**src/logic/misc_pins_pkg.sv**
```systemverilog
// Purpose: Shared constants and carrier types for the miscellaneous pin block.
// Assumes: APB with 32-bit data; register indices map to byte address index*4.
// Notes: Register offsets are all multiples of four, so they are kept as indices.
package misc_pins_pkg;

    localparam int APB_ADDR_W = 12;
    localparam int IDX_W = 8;
    localparam int EVT_W = 3;

    // Register indices; the byte address is four times the index.
    localparam logic [IDX_W-1:0] IDX_GP_BITS = 8'h07;
    localparam logic [IDX_W-1:0] IDX_GPCFG = 8'h35;
    localparam logic [IDX_W-1:0] IDX_DMA_CTRL = 8'h3B;
    localparam logic [IDX_W-1:0] IDX_FUNC_SEL = 8'h40;
    localparam logic [IDX_W-1:0] IDX_INT_STAT = 8'h41;
    localparam logic [IDX_W-1:0] IDX_INT_CLR = 8'h42;
    localparam logic [IDX_W-1:0] IDX_INT_EN = 8'h43;
    localparam logic [IDX_W-1:0] IDX_MISC_STAT = 8'h44;

    // Field positions.
    localparam int DMA_CTRL_TOTEM_BIT = 3;
    localparam int FUNC_FETCH_BIT = 0;
    localparam int FUNC_OWNER_BIT = 1;
    localparam int FUNC_MAC_BIT = 2;
    localparam int EVT_GP0_BIT = 0;
    localparam int EVT_GP1_BIT = 1;
    localparam int EVT_TEST_BIT = 2;
    localparam int MSTAT_TEST_BIT = 0;
    localparam int MSTAT_IRQ_BIT = 1;

    // Reset values.
    localparam logic [1:0] GPCFG_RST = 2'h0;
    localparam logic [1:0] GP_BITS_RST = 2'h0;
    localparam logic [2:0] FUNC_SEL_RST = 3'h0;
    localparam logic DMA_CTRL_TOTEM_RST = 1'b0;
    localparam logic [EVT_W-1:0] INT_EN_RST = 3'h0;

    typedef struct packed {
        logic o;
        logic oe;
    } pad_drive_s;

    typedef struct packed {
        logic opcode_fetch_next;
        logic bus_owner;
        logic mem_access_local;
        logic irq_condition;
    } core_status_s;

    typedef struct packed {
        logic pready;
        logic pslverr;
        logic [31:0] prdata;
        logic [1:0] gp_out_val;
        logic [1:0] gp_oe_cfg;
        logic [2:0] func_sel;
        logic irq_totem;
        logic [EVT_W-1:0] int_stat;
        logic [EVT_W-1:0] int_en;
        logic [1:0] gp_prev;
        logic test_prev;
        pad_drive_s gp0;
        pad_drive_s gp1;
        pad_drive_s mac;
        pad_drive_s irq;
        logic irq_asserted;
        logic int_req;
    } misc_state_s;

    localparam misc_state_s STATE_RST = '{
        pready: 1'b0,
        pslverr: 1'b0,
        prdata: 32'h0000_0000,
        gp_out_val: GP_BITS_RST,
        gp_oe_cfg: GPCFG_RST,
        func_sel: FUNC_SEL_RST,
        irq_totem: DMA_CTRL_TOTEM_RST,
        int_stat: 3'h0,
        int_en: INT_EN_RST,
        gp_prev: 2'h3,
        test_prev: 1'b1,
        gp0: '{o: 1'b1, oe: 1'b0},
        gp1: '{o: 1'b1, oe: 1'b0},
        mac: '{o: 1'b0, oe: 1'b0},
        irq: '{o: 1'b0, oe: 1'b0},
        irq_asserted: 1'b0,
        int_req: 1'b0
    };

endpackage

```
**src/logic/sync2.sv**
```systemverilog
// Purpose: Two-stage synchroniser for levels that arrive from pins.
// Assumes: Inputs are slow levels; no pulse shorter than two clocks is expected.
// Notes: The first stage feeds only the second stage.
`timescale 1ns/100ps
module sync2 #(
    parameter int WIDTH = 1,
    parameter logic [WIDTH-1:0] RST_VAL = '0
) (
    // Clock and reset.
    input wire logic pclk,
    input wire logic presetn,
    // Data.
    input wire logic [WIDTH-1:0] d,
    output logic [WIDTH-1:0] q
);

    logic [WIDTH-1:0] meta_reg;

    always_ff @(posedge pclk or negedge presetn)
    begin
        if (!presetn)
        begin
            meta_reg <= RST_VAL;
            q <= RST_VAL;
        end
        else
        begin
            meta_reg <= d;
            q <= meta_reg;
        end
    end

endmodule

```
**src/logic/misc_pins.sv**
```systemverilog
// Purpose: Connectivity AND tree, two general-purpose pins, memory-access
//          indication and interrupt pin drive, with an APB register slave.
// Assumes: Pad cells combine out/oe/pull-up enable into the real wire level.
// Notes: The tree path and the test-mode tri-state gating are combinational.
//
// Overview of operation
// - Test input low ANDs pins, SCSI excluded.
// - Test mode: pull-ups on, outputs but the shared pin tri-stated.
// - Any tested pin low drives test output low.
// - Shared pin shows tree only in test.
// - Pin zero inputs at reset; optional fetch indication.
// - Pin one inputs at reset; optional ownership indication.
// - Pin zero via config index, level readable.
`timescale 1ns/100ps
module misc_pins
    import misc_pins_pkg::*;
#(
    parameter int TREE_PINS = 64
) (
    // Clock and reset.
    input wire logic pclk,
    input wire logic presetn,
    // APB slave.
    input wire logic psel,
    input wire logic penable,
    input wire logic pwrite,
    input wire logic [APB_ADDR_W-1:0] paddr,
    input wire logic [31:0] pwdata,
    output logic [31:0] prdata,
    output logic pready,
    output logic pslverr,
    // Connectivity test.
    input wire logic connectivity_test_enable_n,
    input wire logic [TREE_PINS-1:0] tree_pin_in,
    output logic pullup_enable,
    output pad_drive_s memory_access_or_tree_out_pin,
    // General-purpose pins.
    input wire logic gp_pin_zero_in,
    output pad_drive_s gp_pin_zero,
    input wire logic gp_pin_one_in,
    output pad_drive_s gp_pin_one,
    // Core status and interrupt.
    input core_status_s core_status,
    output pad_drive_s irq_pin_n,
    output logic int_req
);

    misc_state_s st_reg;
    misc_state_s st_next;
    logic [1:0] gp_sync;
    logic test_n_sync;
    logic tree_and;
    logic access_phase;
    logic write_take;
    logic addr_ok;
    logic hit;
    logic [IDX_W-1:0] idx;
    logic [31:0] rd_data;
    logic [EVT_W-1:0] evt;
    logic [EVT_W-1:0] clr;
    logic irq_assert;

    // Register map in word indices; the byte address is four times the index.
    // The general bits word takes the two output values on a write and returns
    // the synchronised levels of both general pins on a read, so software sees
    // the wire, not what it last wrote.
    // The general config word holds one output enable per general pin. Zero
    // keeps a pin an input, which is how both pins come out of reset.
    // The dma control word has one live bit, which picks totem-pole drive for
    // the interrupt pin instead of open drain.
    // The function select word overrides the general bits per pin: bit 0 turns
    // pin zero into the fetch flag, bit 1 turns pin one into the bus-owner flag
    // and bit 2 lets the shared pin show the memory-access flag.
    // The interrupt status word is sticky and read only. The clear word is
    // write-one-to-clear and reads as zero. The enable word masks the status
    // into int_req.
    // The misc status word shows test mode as the clocked side sees it, and
    // whether the interrupt is asserted, even while test mode floats the pin.
    // Any other index, or a misaligned address, ends in an error response and
    // writes nothing.

    // Pin levels cross into the clock domain through two flops before any
    // register reads them. Only the tree and the test-mode gating read raw pins.
    sync2 #(
        .WIDTH(2),
        .RST_VAL(2'h3)
    ) gp_sync_inst (
        .pclk(pclk),
        .presetn(presetn),
        .d({gp_pin_one_in, gp_pin_zero_in}),
        .q(gp_sync)
    );

    sync2 #(
        .WIDTH(1),
        .RST_VAL(1'b1)
    ) test_sync_inst (
        .pclk(pclk),
        .presetn(presetn),
        .d(connectivity_test_enable_n),
        .q(test_n_sync)
    );

    // The tree sees the raw pins so it works with the clock stopped.
    // The pad ring must leave the SCSI lines out of tree_pin_in; this block
    // cannot tell which pins they are.
    assign tree_and = (&tree_pin_in) & gp_pin_zero_in & gp_pin_one_in;

    // A misaligned or out-of-range address is refused rather than aliased
    // onto a register.
    assign idx = paddr[IDX_W+1:2];
    assign addr_ok = (paddr[1:0] == 2'h0) && (paddr[APB_ADDR_W-1:IDX_W+2] == '0);
    // The access is taken once, in the cycle before pready; the write lands
    // at the pready edge, so it happens exactly once per transfer.
    assign access_phase = psel && penable && !st_reg.pready;
    assign write_take = psel && penable && st_reg.pready && pwrite;

    // Read mux and decode.
    always_comb
    begin
        rd_data = 32'h0000_0000;
        hit = 1'b1;
        if (!addr_ok)
        begin
            hit = 1'b0;
        end
        else if (idx == IDX_GP_BITS)
        begin
            rd_data[1:0] = gp_sync;
        end
        else if (idx == IDX_GPCFG)
        begin
            rd_data[1:0] = st_reg.gp_oe_cfg;
        end
        else if (idx == IDX_DMA_CTRL)
        begin
            rd_data[DMA_CTRL_TOTEM_BIT] = st_reg.irq_totem;
        end
        else if (idx == IDX_FUNC_SEL)
        begin
            rd_data[2:0] = st_reg.func_sel;
        end
        else if (idx == IDX_INT_STAT)
        begin
            rd_data[EVT_W-1:0] = st_reg.int_stat;
        end
        else if (idx == IDX_INT_CLR)
        begin
            // The clear word is write only, so a read shows nothing.
            rd_data = 32'h0000_0000;
        end
        else if (idx == IDX_INT_EN)
        begin
            rd_data[EVT_W-1:0] = st_reg.int_en;
        end
        else if (idx == IDX_MISC_STAT)
        begin
            rd_data[MSTAT_TEST_BIT] = !test_n_sync;
            rd_data[MSTAT_IRQ_BIT] = st_reg.irq_asserted;
        end
        else
        begin
            hit = 1'b0;
        end
    end

    always_comb
    begin
        st_next = st_reg;

        // Two-cycle access phase: pready rises one cycle after penable.
        st_next.pready = 1'b0;
        st_next.pslverr = 1'b0;
        if (access_phase)
        begin
            st_next.pready = 1'b1;
            st_next.pslverr = !hit;
            st_next.prdata = (hit && !pwrite) ? rd_data : 32'h0000_0000;
        end

        // The status words are read only, so a write to them is dropped
        // without an error.
        clr = '0;
        if (write_take && hit)
        begin
            if (idx == IDX_GP_BITS)
            begin
                st_next.gp_out_val = pwdata[1:0];
            end
            else if (idx == IDX_GPCFG)
            begin
                st_next.gp_oe_cfg = pwdata[1:0];
            end
            else if (idx == IDX_DMA_CTRL)
            begin
                st_next.irq_totem = pwdata[DMA_CTRL_TOTEM_BIT];
            end
            else if (idx == IDX_FUNC_SEL)
            begin
                st_next.func_sel = pwdata[2:0];
            end
            else if (idx == IDX_INT_CLR)
            begin
                clr = pwdata[EVT_W-1:0];
            end
            else if (idx == IDX_INT_EN)
            begin
                st_next.int_en = pwdata[EVT_W-1:0];
            end
        end

        // The synchronisers and the edge history reset high, the idle level of
        // the pins, so the release of reset raises no false event.
        // Events: any edge on a general pin, and entry into test mode.
        evt = '0;
        evt[EVT_GP0_BIT] = gp_sync[0] ^ st_reg.gp_prev[0];
        evt[EVT_GP1_BIT] = gp_sync[1] ^ st_reg.gp_prev[1];
        evt[EVT_TEST_BIT] = st_reg.test_prev && !test_n_sync;
        st_next.gp_prev = gp_sync;
        st_next.test_prev = test_n_sync;
        // A new event outweighs a clear written in the same cycle.
        st_next.int_stat = (st_reg.int_stat & ~clr) | evt;
        st_next.int_req = |(st_next.int_stat & st_next.int_en);

        // Both flags are active low at the pin, so the core's high is inverted.
        // General pin zero: plain I/O, or low ahead of an opcode fetch.
        if (st_next.func_sel[FUNC_FETCH_BIT])
        begin
            st_next.gp0.oe = 1'b1;
            st_next.gp0.o = !core_status.opcode_fetch_next;
        end
        else
        begin
            st_next.gp0.oe = st_next.gp_oe_cfg[0];
            st_next.gp0.o = st_next.gp_out_val[0];
        end

        // General pin one: plain I/O, or low while this device owns the bus.
        if (st_next.func_sel[FUNC_OWNER_BIT])
        begin
            st_next.gp1.oe = 1'b1;
            st_next.gp1.o = !core_status.bus_owner;
        end
        else
        begin
            st_next.gp1.oe = st_next.gp_oe_cfg[1];
            st_next.gp1.o = st_next.gp_out_val[1];
        end

        // Outside test mode the shared pin floats unless its flag is enabled.
        st_next.mac.oe = st_next.func_sel[FUNC_MAC_BIT];
        st_next.mac.o = core_status.mem_access_local;

        // Open drain only pulls low; totem pole also drives the high level.
        irq_assert = st_next.int_req || core_status.irq_condition;
        st_next.irq_asserted = irq_assert;
        if (st_next.irq_totem)
        begin
            st_next.irq.oe = 1'b1;
            st_next.irq.o = !irq_assert;
        end
        else
        begin
            st_next.irq.oe = irq_assert;
            st_next.irq.o = 1'b0;
        end
    end

    // Reset brings every pin but the shared pin in test mode to an undriven input and every flag to zero.
    always_ff @(posedge pclk or negedge presetn)
    begin
        if (!presetn)
        begin
            st_reg <= STATE_RST;
        end
        else
        begin
            st_reg <= st_next;
        end
    end

    // Bus answers come straight from the state register.
    assign prdata = st_reg.prdata;
    assign pready = st_reg.pready;
    assign pslverr = st_reg.pslverr;
    assign int_req = st_reg.int_req;

    // Test mode must float every driver but the shared pin even with no clock, so the gating
    // uses the raw test input rather than the synchronised copy.
    assign pullup_enable = !connectivity_test_enable_n;
    assign gp_pin_zero.o = st_reg.gp0.o;
    assign gp_pin_zero.oe = st_reg.gp0.oe && connectivity_test_enable_n;
    assign gp_pin_one.o = st_reg.gp1.o;
    assign gp_pin_one.oe = st_reg.gp1.oe && connectivity_test_enable_n;
    assign irq_pin_n.o = st_reg.irq.o;
    assign irq_pin_n.oe = st_reg.irq.oe && connectivity_test_enable_n;

    // Shared pin: tree result in test mode, memory-access indication otherwise.
    assign memory_access_or_tree_out_pin.o =
        connectivity_test_enable_n ? st_reg.mac.o : tree_and;
    assign memory_access_or_tree_out_pin.oe =
        connectivity_test_enable_n ? st_reg.mac.oe : 1'b1;

endmodule

```
**config.mk**
```make
export PLATFORM = sky130hd
export DESIGN_NAME = misc_pins
export DESIGN_NICKNAME = d
export VERILOG_FILES = /design/src/logic/misc_pins_pkg.sv /design/src/logic/sync2.sv /design/src/logic/misc_pins.sv
export SDC_FILE = /design/constraint.sdc
export NUM_CORES = 1
export LEC_CHECK = 0
export BUFFER_PORTS_ARGS = -buffer_cell sky130_fd_sc_hd__buf_4
export CAP_MARGIN = 20
export CORE_UTILIZATION = 30
export DETAILED_ROUTE_END_ITERATION = 6
export SYNTH_ARGS = -nofsm -noshare
export SYNTH_HDL_FRONTEND = slang
export SYNTH_SLANG_ARGS = --single-unit
```
**constraint.sdc**
```tcl
create_clock -name pclk -period 3.3 [get_ports pclk]
set_clock_uncertainty 0.15 [all_clocks]
set_input_delay 0.66 -clock pclk [delete_from_list [all_inputs] [get_ports pclk]]
set_output_delay 0.66 -clock pclk [all_outputs]
set_load 0.02 [all_outputs]
```
# After elaboration in Yosys (flattened, before gate mapping)
# Cells that the tools add are included.
dict set report op_classes {
  n_mul 0
  shift 0
  div_mod_pow 0
  n_eq_ne 8
  n_reduce_logical 24
  bitwise 8
  mux 50
  n_lt_le_gt_ge 0
  add_sub_neg 0
}
# cell n
set ops {}
lappend ops {{$mux 32} 2}
lappend ops {{$reduce_and 64->1} 1}
lappend ops {{$mux 3} 19}
lappend ops {{$eq 8x7->1 const B} 5}
lappend ops {{$mux 34} 1}
lappend ops {{$mux 30} 1}
lappend ops {{$mux 2} 10}
lappend ops {{$eq 8x6->1 const B} 2}
lappend ops {{$mux 1} 14}
lappend ops {{$logic_and 1x1->1} 11}
lappend ops {{$eq 8x3->1 const B} 1}
lappend ops {{$logic_not 1->1} 8}
lappend ops {{$mux 8} 1}
lappend ops {{$and 3x3->3} 2}
lappend ops {{$mux 6} 1}
lappend ops {{$logic_not 2->1} 2}
lappend ops {{$mux 4} 1}
lappend ops {{$not 3->3} 1}
lappend ops {{$or 3x3->3} 1}
lappend ops {{$reduce_or 3->1} 1}
lappend ops {{$and 1x1->1} 2}
lappend ops {{$xor 1x1->1} 2}
lappend ops {{$logic_or 1x1->1} 1}
dict set report word_totals {
  mem_bits_rw 0
  out_inout_bits 44
  word_cells 115
  input_bits 120
  latch_bits 0
  mem_count 0
  romBits 0
  register_bits 67
}

# Longest topological paths before layout
dict set report depth {
  word_depth 20
  depth_mapped 7
  ltp_nobuf 6
}

# Modules after synthesis
# A second synthesis with hierarchy kept.
dict set report unflattened {
  cells_unflattened 220
  hier_area_um2 2194.6
}
# mod area_each_um2 seq_area_each_um2 n_inst cells_per_inst
set by_module_without_submodules {}
lappend by_module_without_submodules {misc_pins 2037.0 807.0 1 214}
lappend by_module_without_submodules {{sync2 at gp_sync_inst} 105.1 105.1 1 4}
lappend by_module_without_submodules {{sync2 at test_sync_inst} 52.6 52.6 1 2}

# Least setup slack after synthesis
# Ideal clock, no wire load.
dict set report synth_path {
  path_kind {input port to flip-flop}
  startpoint {input port paddr[1]}
  endpoint {register st_reg[2] in the netlist's numbering}
  setup_ps 139
  path_stages 6
  path_slack_ps 490
  t_arrival_ps 2522
  path_buffers 0
  t_required_ps 3011
  path_cell_list {or4_4 -> nor4_4 -> mux2i_1 -> nor3_1 -> a31o_1 -> or4_1}
}
# element line_no
set synth_lines {}
lappend synth_lines {{from (decl)} misc_pins.sv:27} ;# input wire logic [APB_ADDR_W-1:0] paddr,
lappend synth_lines {{to (signal assigned)} misc_pins.sv:278} ;# st_reg <= st_next;
lappend synth_lines {{to (decl)} misc_pins.sv:48} ;# misc_state_s st_reg;

==> results.py <==
metrics = {
    "synthesis": {
        "synth-edff-count": 0,
        "seq_area_frac_synth_pct": 42.8,
        "synth_top_area_share_pct": 30.0,
        "synthDistinctLibCells": 50,
        "synth_most_common_cell": "buf_4",
        "ys_seq_elements": 38,
        "synth_cells": 223,
        "synthFlopType": "dfrtp_1",
        "synth_area_um2": 2250,
        "yosys.area.top_type": "dfrtp_1",
        "async_flop_share_pct": 100,
        "synth_area_leaders": "dfrtp_1 (30%), dfstp_2 (13%), buf_4 (12%)",
        "yosys_warnings": 0,
        "ys_top_cells_by_count": "buf_4 (35), dfrtp_1 (27), nand4_1 (18)",
        "avgSynthCellArea_um2": 10.1,
    },
    "sta": {
        "slew_violations": 0,
        "fin_ws_ns": 0.576,
        "finalSetupViolations": 0,
        "setup_tns_ns": 0,
        "post-route-period-util_pct": 82.5,
        "fmax_mhz": 367,
        "min_period_ns": 2.72,
        "finalHoldViolCount": 0,
        "rsz0062_at_grt": "no",
    },
    "cells_and_area": {
        "synthToLayoutAreaGrowth_pct": 38.6,
        "largest_register_ffs": 22,
        "final_nets": 449,
        "diodes": 0,
        "drive_gt1_share_pct": 47.3,
    },
    "critical_path": {
        "slowest_stage": "or4_1",
        "max_stage_delay_ns": 0.52,
        "path_max_fanout": 1,
        "reg2reg_depth": 6,
        "path_common_cell": "buf_4",
        "r2r_setup_slack_ns": 0.96,
        "worstPathArrival_ns": 1.91,
        "cp-end-kind": "output port",
        "r2r_start": "gp_sync_inst.q[1]",
        "cp_cell_sequence": "buf_4, nand4_1, or4_1, nor3_1, a32o_1, buf_4",
        "rr_endpoint": "st_reg[2]",
        "cp_data_required_time_ns": 2.49,
        "worstSetupStartpointType": "input port",
        "critPathKind": "input port to output port",
    },
    "place": {
        "pre_cts_ws_ns": 0.275,
        "dpl.hpwl_um": 4730,
        "portBuffers": 107,
        "place_congestion": 0.807,
    },
    "global_routing": {
        "antenna_found_initial": 0,
        "grt-ovfl-total": 0,
        "grt_max_degree": 39,
        "grt_pass1_wl_um": 9140,
        "grt_pass1_vias": 1837,
        "grt_usage_pct": 15.3,
    },
    "routing": {
        "drt_iter0_markers": 78,
        "wl_um": 5750,
        "vias_per_cell": 4.53,
        "route.detailed.drc": 0,
        "vias": 1945,
        "routedWlPerCell_um": 13.4,
        "drt.antenna.violating_nets": 0,
        "firstDrtPassIters": 4,
    },
    "clock_network": {
        "cts.sinks": 38,
        "htree_levels": 2,
        "clk_latency_ns": 0.28,
        "cts_resized": 0,
        "cts_buffers": 5,
        "post-cts-setup-buffers": 0,
        "ctsHoldBuffers": 0,
        "root_buffer": "clkbuf_8",
        "clkTransAtPathRegs_ns": 0.07,
        "cts_buffer_depth": 2,
        "cts_tree": "done",
    },
    "die": {
        "num_rows": 31,
        "die_y_um": 88.7,
        "die_w_um": 88.7,
        "start_util_pct": 31.1,
        "ioPinCount": 164,
        "die_area_um2": 7870,
        "core_um2": 7250,
    },
    "power": {
        "leakagePower_uw": 0.00151,
        "peakVddDrop_uv": 168,
        "power_density_nw_per_um2": 335,
    },
    "run": {
        "maxCapViolCount": 0,
    },
    "outcome": {
        "status": "finished clean",
    },
    "min_path": {
        "hold_class": "input port to asynchronous set/reset pin",
    },
}
==> placed cells by master (no fill, tap or decap), types with 4 or more instances in the layout <==
master,count
a22oi_1,4
and2_1,4
buf_4,110
clkbuf_8,5
conb_1,28
dfrtp_1,27
dfstp_2,11
inv_1,8
mux2_2,13
nand2_1,13
nand4_1,18
nor2_1,14
nor3_1,6
o21ai_0,6
==> how the worst max path moves through the flow <==
stage / start / to / slack, ns
after floorplan: paddr[1] / st_reg[2] / 0.49
after global placement: paddr[1] / st_reg[2] / 0.32
after detailed placement: paddr[1] / st_reg[2] / 0.27
after CTS: tree_pin_in[13] / memory_access_or_tree_out_pin[1] / 0.55
after global routing: tree_pin_in[15] / memory_access_or_tree_out_pin[1] / 0.46
final: tree_pin_in[15] / memory_access_or_tree_out_pin[1] / 0.58
==> cell type report <==
cell class	instances	area [um2]
tap	99	124
timing repair buffer	110	826
sequential	38	965
multi-input combinational	166	1070
inverter	8	30.0
clock buffer	5	68.8
clock inverter	3	40.0
fill	713	4130
==> logic make-up (layout without fill, tap and decap cells) <==
family	after synthesis	in the layout	share of synthesized area (%)
simple gates	90	90	24.9
buf+inv	46	126	14.2
flops	38	38	42.8
compound gates	32	32	10.2
mux	14	14	6.94
xor+xnor	2	2	0.777
other cells	1	28	0.166
==> stage by stage <==
stage | total power [uW] | hold WS, ns | utilization [%] | instances | area (um2)
6_report | 1050 | 0.167 | 43.1 | 429 | 3120
5_1_grt | 1100 | 0.210 | 43.1 | 429 | 3120
4_1_cts | 1060 | 0.196 | 43.1 | 429 | 3120
3_5_place_dp | 675 | 0.197 | 41.6 | 421 | 3020
3_3_place_gp | 672 | 0.196 | 41.6 | 421 | 3020
2_1_floorplan | 587 | 0.195 | - | 250 | 2360
==> metal layers <==
layer  track usage, %  vias to the layer above  part of all wire, %
li1                 -                      961                    -
met1             20.1                      891                   44
met2             25.2                       87                   48
met3             3.36                        6                  7.1
met4             4.40                        0                  1.0
met5                0                        -                    0
==> critical path, delay by kind of cell <==
kind / cells / cell delay (ns)
buffers and inverters: 2 / 0.22
and+or+nand+nor: 3 / 0.84
AOI/OAI and AO/OA: 1 / 0.19
==> report_power, final <==
part	internal [uW]	total [uW]	switching, uW
sequential	479	484	4.59
clock	222	382	160
combinational	92.2	181	88.7
total	794	1050	253
Note: power is estimated with default switching activity, not from simulation.
